--- src/pwm_pkg.sv ---
package pwm_pkg;
	localparam int CNT_W = 10;
	// apb register offsets (byte addresses)
	localparam logic [7:0] ADDR_CTRL = 8'h00;
	localparam logic [7:0] ADDR_PERIOD = 8'h04;
	localparam logic [7:0] ADDR_DUTY = 8'h08;
	localparam logic [7:0] ADDR_POL = 8'h0c;
	localparam logic [7:0] ADDR_COUNT = 8'h10;
	localparam logic [7:0] ADDR_STAT = 8'h14;
	// field positions
	localparam int CTRL_RUN_BIT = 0;
	localparam int CTRL_IE_BIT = 1;
	localparam int DUTY_OTS_BIT = 12;
	localparam int POL_INV_BIT = 0;
	localparam int STAT_FLAG_BIT = 0;
	// reset values
	localparam logic [CNT_W-1:0] PERIOD_RST = 10'h3ff;
	localparam logic [CNT_W-1:0] DUTY_RST = 10'h200;
	localparam logic [CNT_W-1:0] CNT_START = 10'h000;

	typedef struct packed {
		logic [7:0] paddr;
		logic psel;
		logic penable;
		logic pwrite;
		logic [31:0] pwdata;
	} apb_req_s;

	typedef struct packed {
		logic [31:0] prdata;
		logic pready;
		logic pslverr;
	} apb_rsp_s;

	typedef struct packed {
		logic pin_a;
		logic pin_a_oe;
		logic pin_b;
		logic pin_b_oe;
	} pwm_pins_s;
endpackage

--- src/pwm_match.sv ---
`timescale 1ns/1ps
// compare unit: two separate equalities, one for the period match and one for the duty match
module pwm_match #(
	parameter int W = 10
) (
	input wire logic [W-1:0] count_i,
	input wire logic [W-1:0] period_i,
	input wire logic [W-1:0] duty_i,
	output logic period_hit_o,
	output logic duty_hit_o
);
	assign period_hit_o = (count_i == period_i);
	assign duty_hit_o = (count_i == duty_i);
endmodule

--- src/single_channel_pwm_backlight.sv ---
// Implementation choices: register access over APB and the register addresses.
`timescale 1ns/1ps
// --------------------------------------------------------------
// Overview of operation
// - period match drives selected output high
// - duty match drives output low
// - counter, period, duty are ten bits
// - period match raises compare-match interrupt
// - period match clears counter to start
// - select bit one routes to output b
// - polarity setting; direct means no inversion
// - counter advances every clock, no prescale
// --------------------------------------------------------------
module single_channel_pwm_backlight #(
	parameter int CNT_W = pwm_pkg::CNT_W
) (
	input wire logic core_clk_i,
	input wire logic rst_n_i,
	input wire pwm_pkg::apb_req_s apb_req_i,
	output pwm_pkg::apb_rsp_s apb_rsp_o,
	output pwm_pkg::pwm_pins_s pins_o,
	output logic period_match_irq_o
);
	typedef struct packed {
		logic run;
		logic irq_en;
		logic flag;
		logic output_terminal_select;
		logic invert;
		logic [CNT_W-1:0] pwm_counter;
		logic [CNT_W-1:0] pwm_period_reg;
		logic [CNT_W-1:0] duty_buffer_reg;
		logic [CNT_W-1:0] duty_active;
		logic wave;
		logic [31:0] prdata;
	} state_s;

	state_s s_q, s_d;
	logic period_hit, duty_hit, wr, rd;

	// --------------------------------------------------------------
	// compare
	// --------------------------------------------------------------
	pwm_match #(.W(CNT_W)) u_match (
		.count_i(s_q.pwm_counter),
		.period_i(s_q.pwm_period_reg),
		.duty_i(s_q.duty_active),
		.period_hit_o(period_hit),
		.duty_hit_o(duty_hit)
	);

	// --------------------------------------------------------------
	// register map
	// --------------------------------------------------------------
	// ctrl: bit 0 run, bit 1 interrupt enable
	// period: bits 9:0, counter clears on match
	// duty: bits 9:0 buffer, bit 12 selects output b
	// pol: bit 0 inverts the selected pin
	// count: read only, live counter
	// stat: bit 0 match flag, write one clears
	// unmapped words read zero and ignore writes
	assign wr = apb_req_i.psel && apb_req_i.penable && apb_req_i.pwrite;
	// read data captured in setup so it stands through the access phase
	assign rd = apb_req_i.psel && !apb_req_i.penable && !apb_req_i.pwrite;

	function automatic logic [31:0] zext(input logic [CNT_W-1:0] v);
		zext = {{(32-CNT_W){1'b0}}, v};
	endfunction

	// --------------------------------------------------------------
	// next state
	// --------------------------------------------------------------
	always_comb begin
		s_d = s_q;
		if (s_q.run) begin
			if (period_hit) begin
				s_d.pwm_counter = pwm_pkg::CNT_START;
				s_d.wave = 1'b1;
				// buffer reaches the compare only here, so no cycle is cut short
				s_d.duty_active = s_q.duty_buffer_reg;
			end else begin
				s_d.pwm_counter = s_q.pwm_counter + 1'b1;
				if (duty_hit) begin
					s_d.wave = 1'b0;
				end
			end
		end
		if (wr) begin
			unique case (apb_req_i.paddr)
				pwm_pkg::ADDR_CTRL: begin
					s_d.run = apb_req_i.pwdata[pwm_pkg::CTRL_RUN_BIT];
					s_d.irq_en = apb_req_i.pwdata[pwm_pkg::CTRL_IE_BIT];
				end
				pwm_pkg::ADDR_PERIOD: s_d.pwm_period_reg = apb_req_i.pwdata[CNT_W-1:0];
				pwm_pkg::ADDR_DUTY: begin
					s_d.duty_buffer_reg = apb_req_i.pwdata[CNT_W-1:0];
					s_d.output_terminal_select = apb_req_i.pwdata[pwm_pkg::DUTY_OTS_BIT];
				end
				pwm_pkg::ADDR_POL: s_d.invert = apb_req_i.pwdata[pwm_pkg::POL_INV_BIT];
				pwm_pkg::ADDR_STAT: begin
					if (apb_req_i.pwdata[pwm_pkg::STAT_FLAG_BIT]) begin
						s_d.flag = 1'b0;
					end
				end
				default: ;
			endcase
		end
		// set after clear so a match in the clearing cycle is kept
		if (s_q.run && period_hit) begin
			s_d.flag = 1'b1;
		end
		if (rd) begin
			unique case (apb_req_i.paddr)
				pwm_pkg::ADDR_CTRL: s_d.prdata = {30'h0000_0000, s_q.irq_en, s_q.run};
				pwm_pkg::ADDR_PERIOD: s_d.prdata = zext(s_q.pwm_period_reg);
				pwm_pkg::ADDR_DUTY: s_d.prdata = {19'h0_0000, s_q.output_terminal_select, 2'b00,
					s_q.duty_buffer_reg};
				pwm_pkg::ADDR_POL: s_d.prdata = {31'h0000_0000, s_q.invert};
				pwm_pkg::ADDR_COUNT: s_d.prdata = zext(s_q.pwm_counter);
				pwm_pkg::ADDR_STAT: s_d.prdata = {31'h0000_0000, s_q.flag};
				default: s_d.prdata = 32'h0000_0000;
			endcase
		end
	end

	always_ff @(posedge core_clk_i or negedge rst_n_i) begin
		if (!rst_n_i) begin
			s_q <= '{run: 1'b0, irq_en: 1'b0, flag: 1'b0, output_terminal_select: 1'b0, invert: 1'b0,
				pwm_counter: pwm_pkg::CNT_START, pwm_period_reg: pwm_pkg::PERIOD_RST,
				duty_buffer_reg: pwm_pkg::DUTY_RST, duty_active: pwm_pkg::DUTY_RST,
				wave: 1'b0, prdata: 32'h0000_0000};
		end else begin
			s_q <= s_d;
		end
	end

	// --------------------------------------------------------------
	// outputs
	// --------------------------------------------------------------
	// unselected pin is released, not driven, so the port can serve elsewhere
	logic wave_pol;
	assign wave_pol = s_q.wave ^ s_q.invert;
	assign pins_o.pin_b = s_q.output_terminal_select & wave_pol;
	assign pins_o.pin_b_oe = s_q.output_terminal_select;
	assign pins_o.pin_a = ~s_q.output_terminal_select & wave_pol;
	assign pins_o.pin_a_oe = ~s_q.output_terminal_select;
	assign period_match_irq_o = s_q.flag & s_q.irq_en;
	assign apb_rsp_o.prdata = s_q.prdata;
	// every access completes without wait states
	assign apb_rsp_o.pready = 1'b1;
	assign apb_rsp_o.pslverr = 1'b0;
endmodule

--- config.mk ---
export PLATFORM = sky130hd
export DESIGN_NAME = single_channel_pwm_backlight
export DESIGN_NICKNAME = d
export VERILOG_FILES = /design/src/pwm_pkg.sv /design/src/pwm_match.sv /design/src/single_channel_pwm_backlight.sv
export SDC_FILE = /design/constraint.sdc
export NUM_CORES = 1
export LEC_CHECK = 0
export ABC_AREA = 1
export BUFFER_PORTS_ARGS = -buffer_cell sky130_fd_sc_hd__buf_2
export CAP_MARGIN = 10
export CORE_AREA = 2 2 81 83
export DETAILED_ROUTE_END_ITERATION = 10
export DIE_AREA = 0 0 83 85
export PLACE_DENSITY = 0.93
export SLEW_MARGIN = 40
export SYNTH_ARGS = -nofsm -noshare
export SYNTH_HDL_FRONTEND = slang
export SYNTH_HIERARCHICAL = 1
export SYNTH_SLANG_ARGS = --single-unit
export TNS_END_PERCENT = 5
--- constraint.sdc ---
create_clock -name core_clk_i -period 4.8 [get_ports core_clk_i]
set_input_delay 0.72 -clock core_clk_i [delete_from_list [all_inputs] [get_ports core_clk_i]]
set_output_delay 0.72 -clock core_clk_i [all_outputs]
set_load 0.02 [all_outputs]
==> results of run 1 <==
through the flow:
step	power, W	setup slack [ns]
floorplan	0.000573	3.27
global placement	0.000586	2.28
detailed placement	0.000590	2.44
CTS	0.000963	2.69
global route	0.000995	2.67
finish	0.000957	2.76
per-layer routing:
layer	track usage, %	vias up	part of all wire, %
li1	-	1406	-
met1	25.9	1370	42
met2	35.4	119	50
met3	5.16	20	5.5
met4	11.0	0	2.4
met5	0	-	0
cells in the final DEF (no fill, tap or decap), drive strengths merged:
master	synthesis	routed
or2	1	1
xor2	6	6
a211oi	1	1
nor2	46	46
nor3	6	6
inv	68	68
o21ai	54	54
nand2	140	140
nand3	20	20
o211ai	1	1
dfrtp	45	45
o31ai	1	1
dfstp	12	12
xnor2	1	1
o22ai	1	1
clkinvlp	0	2
conb	2	23
buf	44	40
mux2i	1	1
a21oi	5	5
clkbuf	3	10
ha	1	1
clkinv	1	5
area by class of cell:
class / count / area [um^2] / area share, %
clock buffers: 10 / 128 / 3.44
clock inverters: 6 / 35.0 / 0.946
inverters: 69 / 264 / 7.13
multi-input cells: 308 / 1540 / 41.5
flip-flops and latches: 57 / 1440 / 38.9
well taps: 77 / 96.3 / 2.60
repair buffers: 40 / 203 / 5.47
flip-flops by register name (all words and copies together) (netlist names):
| register | cells |
|---|---|
| s_q | 45 |
| pins_o | 1 |
| apb_rsp_o | 11 |
synthesized netlist by cell type (2+ instances only):
library cell and n:
nand2_1 120, conb_1 2, dfstp_2 12, a21oi_1 4
buf_4 37, inv_2 4, buf_6 6, o21ai_1 21
clkbuf_1 2, o21ai_0 13, o21ai_2 20, inv_1 64
xor2_1 6, nor2_1 36, nor3_1 5, nand2_2 19
dfrtp_1 45, nand3_1 18, nor2_2 6, nor2_4 4
worst min path at each step:
| stage | start | endpoint | cells after the start |
|---|---|---|---|
| 3_5_place_dp | apb_rsp_o[6] | apb_rsp_o[6] | 2 |
| 6_report | apb_rsp_o[6] | apb_rsp_o[6] | 2 |
| 4_1_cts | apb_rsp_o[6] | apb_rsp_o[6] | 2 |
| 5_1_grt | s_q[62] | s_q[62] | 2 |
| 3_3_place_gp | apb_rsp_o[14] | apb_rsp_o[14] | 2 |
| 2_1_floorplan | rst_n_i | apb_rsp_o[10] | 0 |
power breakdown:
group	internal, W	switching, W	total [W]
Sequential	0.000489	0.00000655	0.000495
Combinational	0.0000232	0.0000635	0.0000867
Clock	0.000183	0.000193	0.000376
Total	0.000695	0.000263	0.000957
critical path: cells and delay by family:
kind,cells,cell delay [ns]
buf+inv,3,0.26
compound gates,1,0.08
simple gates,5,1.22
logic make-up after synthesis:
family                   share of synthesized area [%]
flip-flops                                        41.0
AND/OR/NAND/NOR                                   27.2
AO/OA/AOI/OAI                                     11.4
adder cells (fa/ha/maj)                          0.355
other                                            0.213
buffers and inverters                             17.8
multiplexers                                     0.284
XOR/XNOR                                          1.74
==> reports/qor.txt, run 1 <==
IO Pins = 84
Die Span X = 83 um
Final ANT Viol Nets = 0
final core occ = 59.7%
Crit. End Element = flop
Starting Density = 56.7%
Std-Cell Rows = 29
Clock transition at path regs = 0.06 ns
vias in the first global route = 2763
area leader, netlist = dfrtp_1
critical path type = input port to flop
synth unique cells = 36
RSZ-0062 raised after global routing = no
hold_ws = 0.470 ns
number of synthesized register bits = 57
1st-iter DRT viols = 253
NumNets Final = 531
Final setup violation count = 0
Critical Path Max Stage Delay = 0.47 ns
max-cap violations = 0
CTS H-tree depth = 3
CTS sink count = 57
outcome = completed
post-layout min period = 2.04 ns
Worst EP required = 5.05 ns
reg2reg setup slack = 2.94 ns
Placed Area = 3540 um^2
Syn Area/Cell = 7.65 um^2
Final Cell Area = 3700 um^2
worst reg2reg endpoint = s_q[40]
crit-path cells = buf_2, inv_1, nand2_2, nor2_2, nand2_1, inv_2, nand2_2, nand2_1, o21ai_2
Worst-Margin Slew = 0.703 ns
critical path startpoint = apb_req_i[35]
WL per Instance = 12.6 um
Slew HR = 53.1%
Die Ht = 85 um
largest net degree at the start of global routing = 58
startpoint types = input port
DRC violations left = 0
final non-filler cell total = 567
Core Area = 6200 um^2
Async S/R FF share, synth = 100%
Setup crit end = s_q[53]
total grt overflow = 0
crit share post-route = 42.6%
Yosys top cell area share = 32.0%
vias per cell = 5.14
R2R Path Start = s_q[66]
CTS max path bufs = 2
Fmax = 0.490 GHz
placed cells = 551
post-CTS resize count = 0
crit path max fanout = 20
P_leak = 1.88 nW
synth warn = 6
Cells after Synth = 460
Final Hold Viols = 0
Power Dens Cells = 258 nW/um^2
Final Max Tran Viols = 0
routed wire length = 7.13 mm
Final Wtd Congestion = 0.851
first-pass GRT wire length = 12.1 mm
GRT Total Usage = 21.3%
hold buffers post-CTS = 0
layout cells sized above 1 = 26.3%
diode count = 0
die area = 7060 um^2
peak supply drop = 0.136 mV
EDFF count, synth = 0
ys flop type = dfrtp_1
clk_lat worst skew = 0.34 ns
sequential fraction of the synthesis area = 41.0%
TritonCTS clock tree = done
top post-synthesis cells by area = dfrtp_1, nand2_1, dfstp_2
Hold WC Path Type = flop to flop
Pre-antenna DRT Iters = 5
synthesized area = 3520 um^2
port bufs = 39
total CTS buffers = 9
Critical-path top delay cell = nor2_2
Root Buffer = clkbuf_8
post-CTS setup buffers = 0
reg2reg path depth = 9
Fill cells = 503
detailed placer's ending HPWL = 5.26 mm
vias post-DR = 2915
Worst Path Arrival = 2.29 ns
area growth from synthesis to layout = 5.26%
initial antenna violation count = 0
clk_skew = 0.00696 ns
setup TNS = 0 ns
Note: power is estimated with default switching activity, not from simulation.
==> run 2, diff against run 1 <==
ABC_AREA = 0   (was 1)
CORE_AREA = 2 2 85 87   (was 2 2 81 83)
DIE_AREA = 0 0 87 89   (was 0 0 83 85)
PLACE_DENSITY = 0.84   (was 0.93)
clock period = 1.8 ns   (was 4.8 ns; I/O delays follow)
==> reports/qor.txt, run 2 <==
outcome = finished with violations
failing checks = setup timing
startpoint types = flop
total CTS buffers = 9
total grt overflow = 0
commonest cells in the netlist = dfrtp_1, buf_4, mux2_2, nand3b_1, xnor2_1
clk_lat worst skew = 0.34 ns
Crit. End Element = flop
Final Cell Area = 3800 um^2
Root Buffer = clkbuf_8
synth unique cells = 44
sequential fraction of the synthesis area = 44.8%
setup TNS = -0.201 ns
Die Span X = 87 um
vias in the first global route = 2407
crit-path cells = xnor2_1, nand4_1, nor4_4, nand2_2, buf_6, mux2_2
CTS max path bufs = 2
synthesized area = 3220 um^2
area growth from synthesis to layout = 18.1%
Cells after Synth = 285
Setup WS post-layout = -0.0426 ns
WL per Instance = 17.6 um
Reg with most FFs = s_q
grt met2 use = 34.4%
Async S/R FF share, synth = 100%
commonest non-fill, non-tap cell in the layout = dfrtp_1
CTS H-tree depth = 3
Core Area = 6720 um^2
largest net degree at the start of global routing = 38
Comb pwr share = 9.7%
TritonCTS clock tree = done
Final Hold Viols = 0
top post-synthesis cells by area = dfrtp_1, mux2_2, dfstp_2
crit path max fanout = 8
Std-Cell Rows = 30
detailed placer's ending HPWL = 5.17 mm
IO Pins = 84
critical path type = flop to flop
Final Wtd Congestion = 0.913
clk_skew = 0.00667 ns
Final setup violation count = 8
RSZ-0062 raised after global routing = yes
Clock transition at path regs = 0.07 ns
Worst Path Arrival = 2.06 ns
Placed Area = 3520 um^2
routed wire length = 7.48 mm
1st-iter DRT viols = 248
die area = 7740 um^2
met1 Track Usage GR = 23.4%
Slew HR = 65.2%
top-count cell post-synth = dfrtp_1
final non-filler cell total = 425
Yosys top cell area share = 35.0%
area leader, netlist = dfrtp_1
Fmax = 0.543 GHz
layout cells sized above 1 = 42.6%
port bufs = 39
Power Dens Cells = 737 nW/um^2
number of synthesized register bits = 57
grt peak-use layer = met2
EDFF count, synth = 0
post-layout min period = 1.84 ns
diode count = 0
Critical-path top delay cell = dfstp_2
GRT Total Usage = 20.0%
commonest cells after routing, fill and taps aside = dfrtp_1, buf_2, mux2_2
NumNets Final = 386
Switch Pwr = 0.000687 W
power share of the clock group = 43.2%
peak supply drop = 0.376 mV
sequential share of power = 47.1%
Hold WC Path Type = input port to flop
Final ANT Viol Nets = 0
ys flop type = dfrtp_1
placed cells = 405
routing usage on met3 = 5.08%
crit share post-route = 102%
Worst-Margin Slew = 0.509 ns
CTS sink count = 57
initial antenna violation count = 0
vias per cell = 5.66
reg2reg setup slack = -0.04 ns
synth warn = 6
Pre-antenna DRT Iters = 5
first-pass GRT wire length = 11.6 mm
hold_ws = 0.154 ns
Fill cells = 520
P_leak = 1.76 nW
Critical Path Max Stage Delay = 0.56 ns
Syn Area/Cell = 11.3 um^2
Largest register FFs = 45
Worst EP required = 2.02 ns
Starting Density = 47.9%
max-cap violations = 0
DRC violations left = 0
Sw Ratio = 24.6%
Die Ht = 89 um
vias post-DR = 2405
Int Power = 0.00211 W
Final Max Tran Viols = 0
-- run 2: final cells by class --
class | instances | area (um^2) | area share [%]
clock buffer | 13 | 159 | 4.18
timing repair buffer | 72 | 465 | 12.3
clock inverter | 3 | 40.0 | 1.05
sequential | 57 | 1440 | 38.0
inverter | 7 | 26.3 | 0.692
tap | 80 | 100 | 2.64
multi-input combinational | 193 | 1570 | 41.2
-- run 2: logic make-up after synthesis --
| kind of cell | count (synthesis) | share of synthesized area, % |
|---|---|---|
| AND/OR/NAND/NOR | 72 | 15.2 |
| flip-flops | 57 | 44.8 |
| buffers and inverters | 56 | 10.8 |
| multiplexers | 39 | 13.9 |
| AO/OA/AOI/OAI | 37 | 8.95 |
| XOR/XNOR | 21 | 5.72 |
| other | 2 | 0.233 |
| adder cells (fa/ha/maj) | 1 | 0.389 |
-- run 2: final timing paths --
check,from,endpoint,cells past startpoint
setup / recovery,s_q[57],s_q[34],6
setup reg to reg,s_q[57],s_q[34],6
min in group asynchronous,rst_n_i,apb_rsp_o[8],2
hold / removal,apb_req_i[12],pins_o[0],2
hold reg to reg,apb_rsp_o[14],apb_rsp_o[14],1
max in group asynchronous,rst_n_i,s_q[53],3
-- run 2: routing by layer --
| metal | wire, um | part of all wire [%] |
|---|---|---|
| met1 | 3090 | 41 |
| met3 | 427 | 5.7 |
| met2 | 3750 | 50 |
| met4 | 218 | 2.9 |
| met5 | 0 | 0 |
-- run 2: critical path, delay by kind of cell (launching register included) --
family	cells	cell delay, ns
AND/OR/NAND/NOR	3	0.58
flip-flops	1	0.56
multiplexers	1	0.27
XOR/XNOR	1	0.16
buffers and inverters	1	0.15
-- run 2: what timing repair did --
item | CTS | global route
endpoints found under the setup margin | 16 | 16
cloned | 0 | 0
hold buffers | 1 | 0
setup buffers | 3 | 0
endpoints found under the hold margin | 16 | 0
gates resized for setup | 6 | 6
pin swaps | 6 | 1
-- run 2: power by group through the flow --
stage	registers [W]	logic, W	clock network (W)
final	0.00132	0.000272	0.00121
after CTS	0.00132	0.000269	0.00121
after global placement	0.00134	0.000253	0
after detailed placement	0.00134	0.000262	0
after global routing	0.00132	0.000297	0.00127
after floorplan	0.00134	0.000192	0
-- run 2: per-stage QoR --
step / util [%] / power (W) / setup slack (ns)
2_1_floorplan: - / 0.00153 / -0.121
3_3_place_gp: 52.3 / 0.00159 / -0.216
4_1_cts: 56.2 / 0.00280 / -0.00616
3_5_place_dp: 52.3 / 0.00160 / -0.265
5_1_grt: 56.5 / 0.00289 / -0.0709
6_report: 56.5 / 0.00280 / -0.0426
==> run 3, diff against run 2 <==
CELL_PAD_IN_SITES_DETAIL_PLACEMENT = 0   (was default)
CELL_PAD_IN_SITES_GLOBAL_PLACEMENT = 1   (was default)
CORE_AREA = 2 2 97 99   (was 2 2 85 87)
DIE_AREA = 0 0 99 101   (was 0 0 87 89)
PLACE_DENSITY = 0.83   (was 0.84)
==> reports/qor.txt, run 3 (synthesis results as in run 2) <==
placed cells = 436
Clock transition at path regs = 0.07 ns
1st-iter DRT viols = 102
Die Span X = 99 um
layout cells sized above 1 = 41.3%
outcome = finished with violations
startpoint types = flop
Final ANT Viol Nets = 0
Die Ht = 101 um
Fill cells = 849
hold_ws = 0.164 ns
CTS max path bufs = 2
Int Power = 0.00215 W
NumNets Final = 385
Final Wtd Congestion = 0.817
Starting Density = 35.8%
GRT Total Usage = 15.2%
diode count = 0
power share of the clock group = 43.9%
Final Max Tran Viols = 0
clk_skew = 0.00754 ns
WL per Instance = 16.0 um
Core Area = 8980 um^2
max-cap violations = 0
sequential share of power = 46.7%
Std-Cell Rows = 35
commonest non-fill, non-tap cell in the layout = dfrtp_1
routed wire length = 7.30 mm
die area = 10000 um^2
post-layout min period = 1.81 ns
Pre-antenna DRT Iters = 4
Worst EP required = 2.02 ns
clk_lat worst skew = 0.34 ns
CTS H-tree depth = 3
setup TNS = -0.0159 ns
Slew HR = 62.4%
Reg with most FFs = s_q
Worst Path Arrival = 2.03 ns
TritonCTS clock tree = done
final non-filler cell total = 455
Sw Ratio = 23.9%
total CTS buffers = 9
crit path max fanout = 4
commonest cells after routing, fill and taps aside = dfrtp_1, buf_2, mux2_2
initial antenna violation count = 0
peak supply drop = 0.349 mV
Fmax = 0.553 GHz
vias post-DR = 2335
Crit. End Element = flop
vias per cell = 5.13
RSZ-0062 raised after global routing = yes
Worst-Margin Slew = 0.550 ns
crit share post-route = 100%
largest net degree at the start of global routing = 40
final core occ = 42.6%
Final Hold Viols = 0
Power Dens Cells = 740 nW/um^2
area growth from synthesis to layout = 18.7%
Final setup violation count = 4
P_leak = 1.76 nW
first-pass GRT wire length = 11.9 mm
Hold WC Path Type = input port to flop
Root Buffer = clkbuf_8
Setup WS post-layout = -0.00774 ns
Largest register FFs = 45
Switch Pwr = 0.000675 W
total grt overflow = 0
critical path type = flop to flop
vias in the first global route = 2389
Comb pwr share = 9.4%
failing checks = setup timing
CTS sink count = 57
DRC violations left = 0
IO Pins = 84
port bufs = 39
detailed placer's ending HPWL = 5.43 mm
## run 3: changes by cell type in the layout (fill, tap and decap cells not counted)
cell,previous run,this run
buf_6,2,0
clkinv_2,2,1
dfrtp_2,1,0
buf_12,1,2
xnor2_1,11,14
clkbuf_8,11,12
dfrtp_1,44,45
xnor2_2,5,2
## run 3: worst max-delay path, stage by stage, from the launching register on
cell	delay, ns
dfstp_2	0.59
xnor2_2	0.12
nand4_1	0.15
nor4_4	0.28
nand2_2	0.11
buf_4	0.17
mux2_2	0.27
## run 3: cell type report
cell class | instances | area [um^2] | share of cell area (%)
Inverter | 7 | 26.3 | 0.688
Sequential cell | 57 | 1440 | 37.7
Clock buffer | 14 | 173 | 4.52
Tap cell | 111 | 139 | 3.64
Timing Repair Buffer | 71 | 463 | 12.1
Clock inverter | 2 | 35.0 | 0.917
Multi-Input combinational cell | 193 | 1540 | 40.4
## run 3: per-layer routing
metal  global-route usage [%]  wire, um
met5                        0         0
met4                     5.58        85
met3                     3.74       240
met2                     26.2      3820
met1                     18.4      3160
## run 3: worst paths after layout
kind / end / slack (ns) / depth (start not counted) / start
worst min-delay path: pins_o[0] / 0.16 / 2 / apb_req_i[12]
worst max register to register: s_q[37] / -0.008 / 6 / s_q[61]
max in group asynchronous: s_q[53] / 0.76 / 3 / rst_n_i
min in group asynchronous: apb_rsp_o[11] / 0.41 / 2 / rst_n_i
worst min register to register: apb_rsp_o[14] / 0.51 / 1 / apb_rsp_o[14]
worst max-delay path: s_q[37] / -0.008 / 6 / s_q[61]
## run 3: power by group through the flow
stage	Clock (W)	Sequential, W	Combinational [W]
after floorplan	0	0.00134	0.000192
after global placement	0	0.00134	0.000255
after detailed placement	0	0.00134	0.000261
after CTS	0.00126	0.00132	0.000265
after global routing	0.00131	0.00132	0.000293
final	0.00124	0.00132	0.000266
## run 3: repair_timing
item / 4_1_cts / 5_1_grt
hold buffers: 1 / 0
endpoints found under the setup margin: 9 / 16
cloned: 0 / 0
pin swaps: 4 / 1
setup buffers: 2 / 0
resized for setup: 1 / 5
hold endpoints to repair: 12 / 0
## run 3: metrics by stage
| step | total power, W | setup slack [ns] | area [um^2] |
|---|---|---|---|
| 2_1_floorplan | 0.00153 | -0.121 | 3310 |
| 3_3_place_gp | 0.00160 | -0.210 | 3570 |
| 3_5_place_dp | 0.00160 | -0.234 | 3570 |
| 4_1_cts | 0.00285 | 0.000282 | 3810 |
| 5_1_grt | 0.00293 | -0.0887 | 3820 |
| 6_report | 0.00283 | -0.00774 | 3820 |
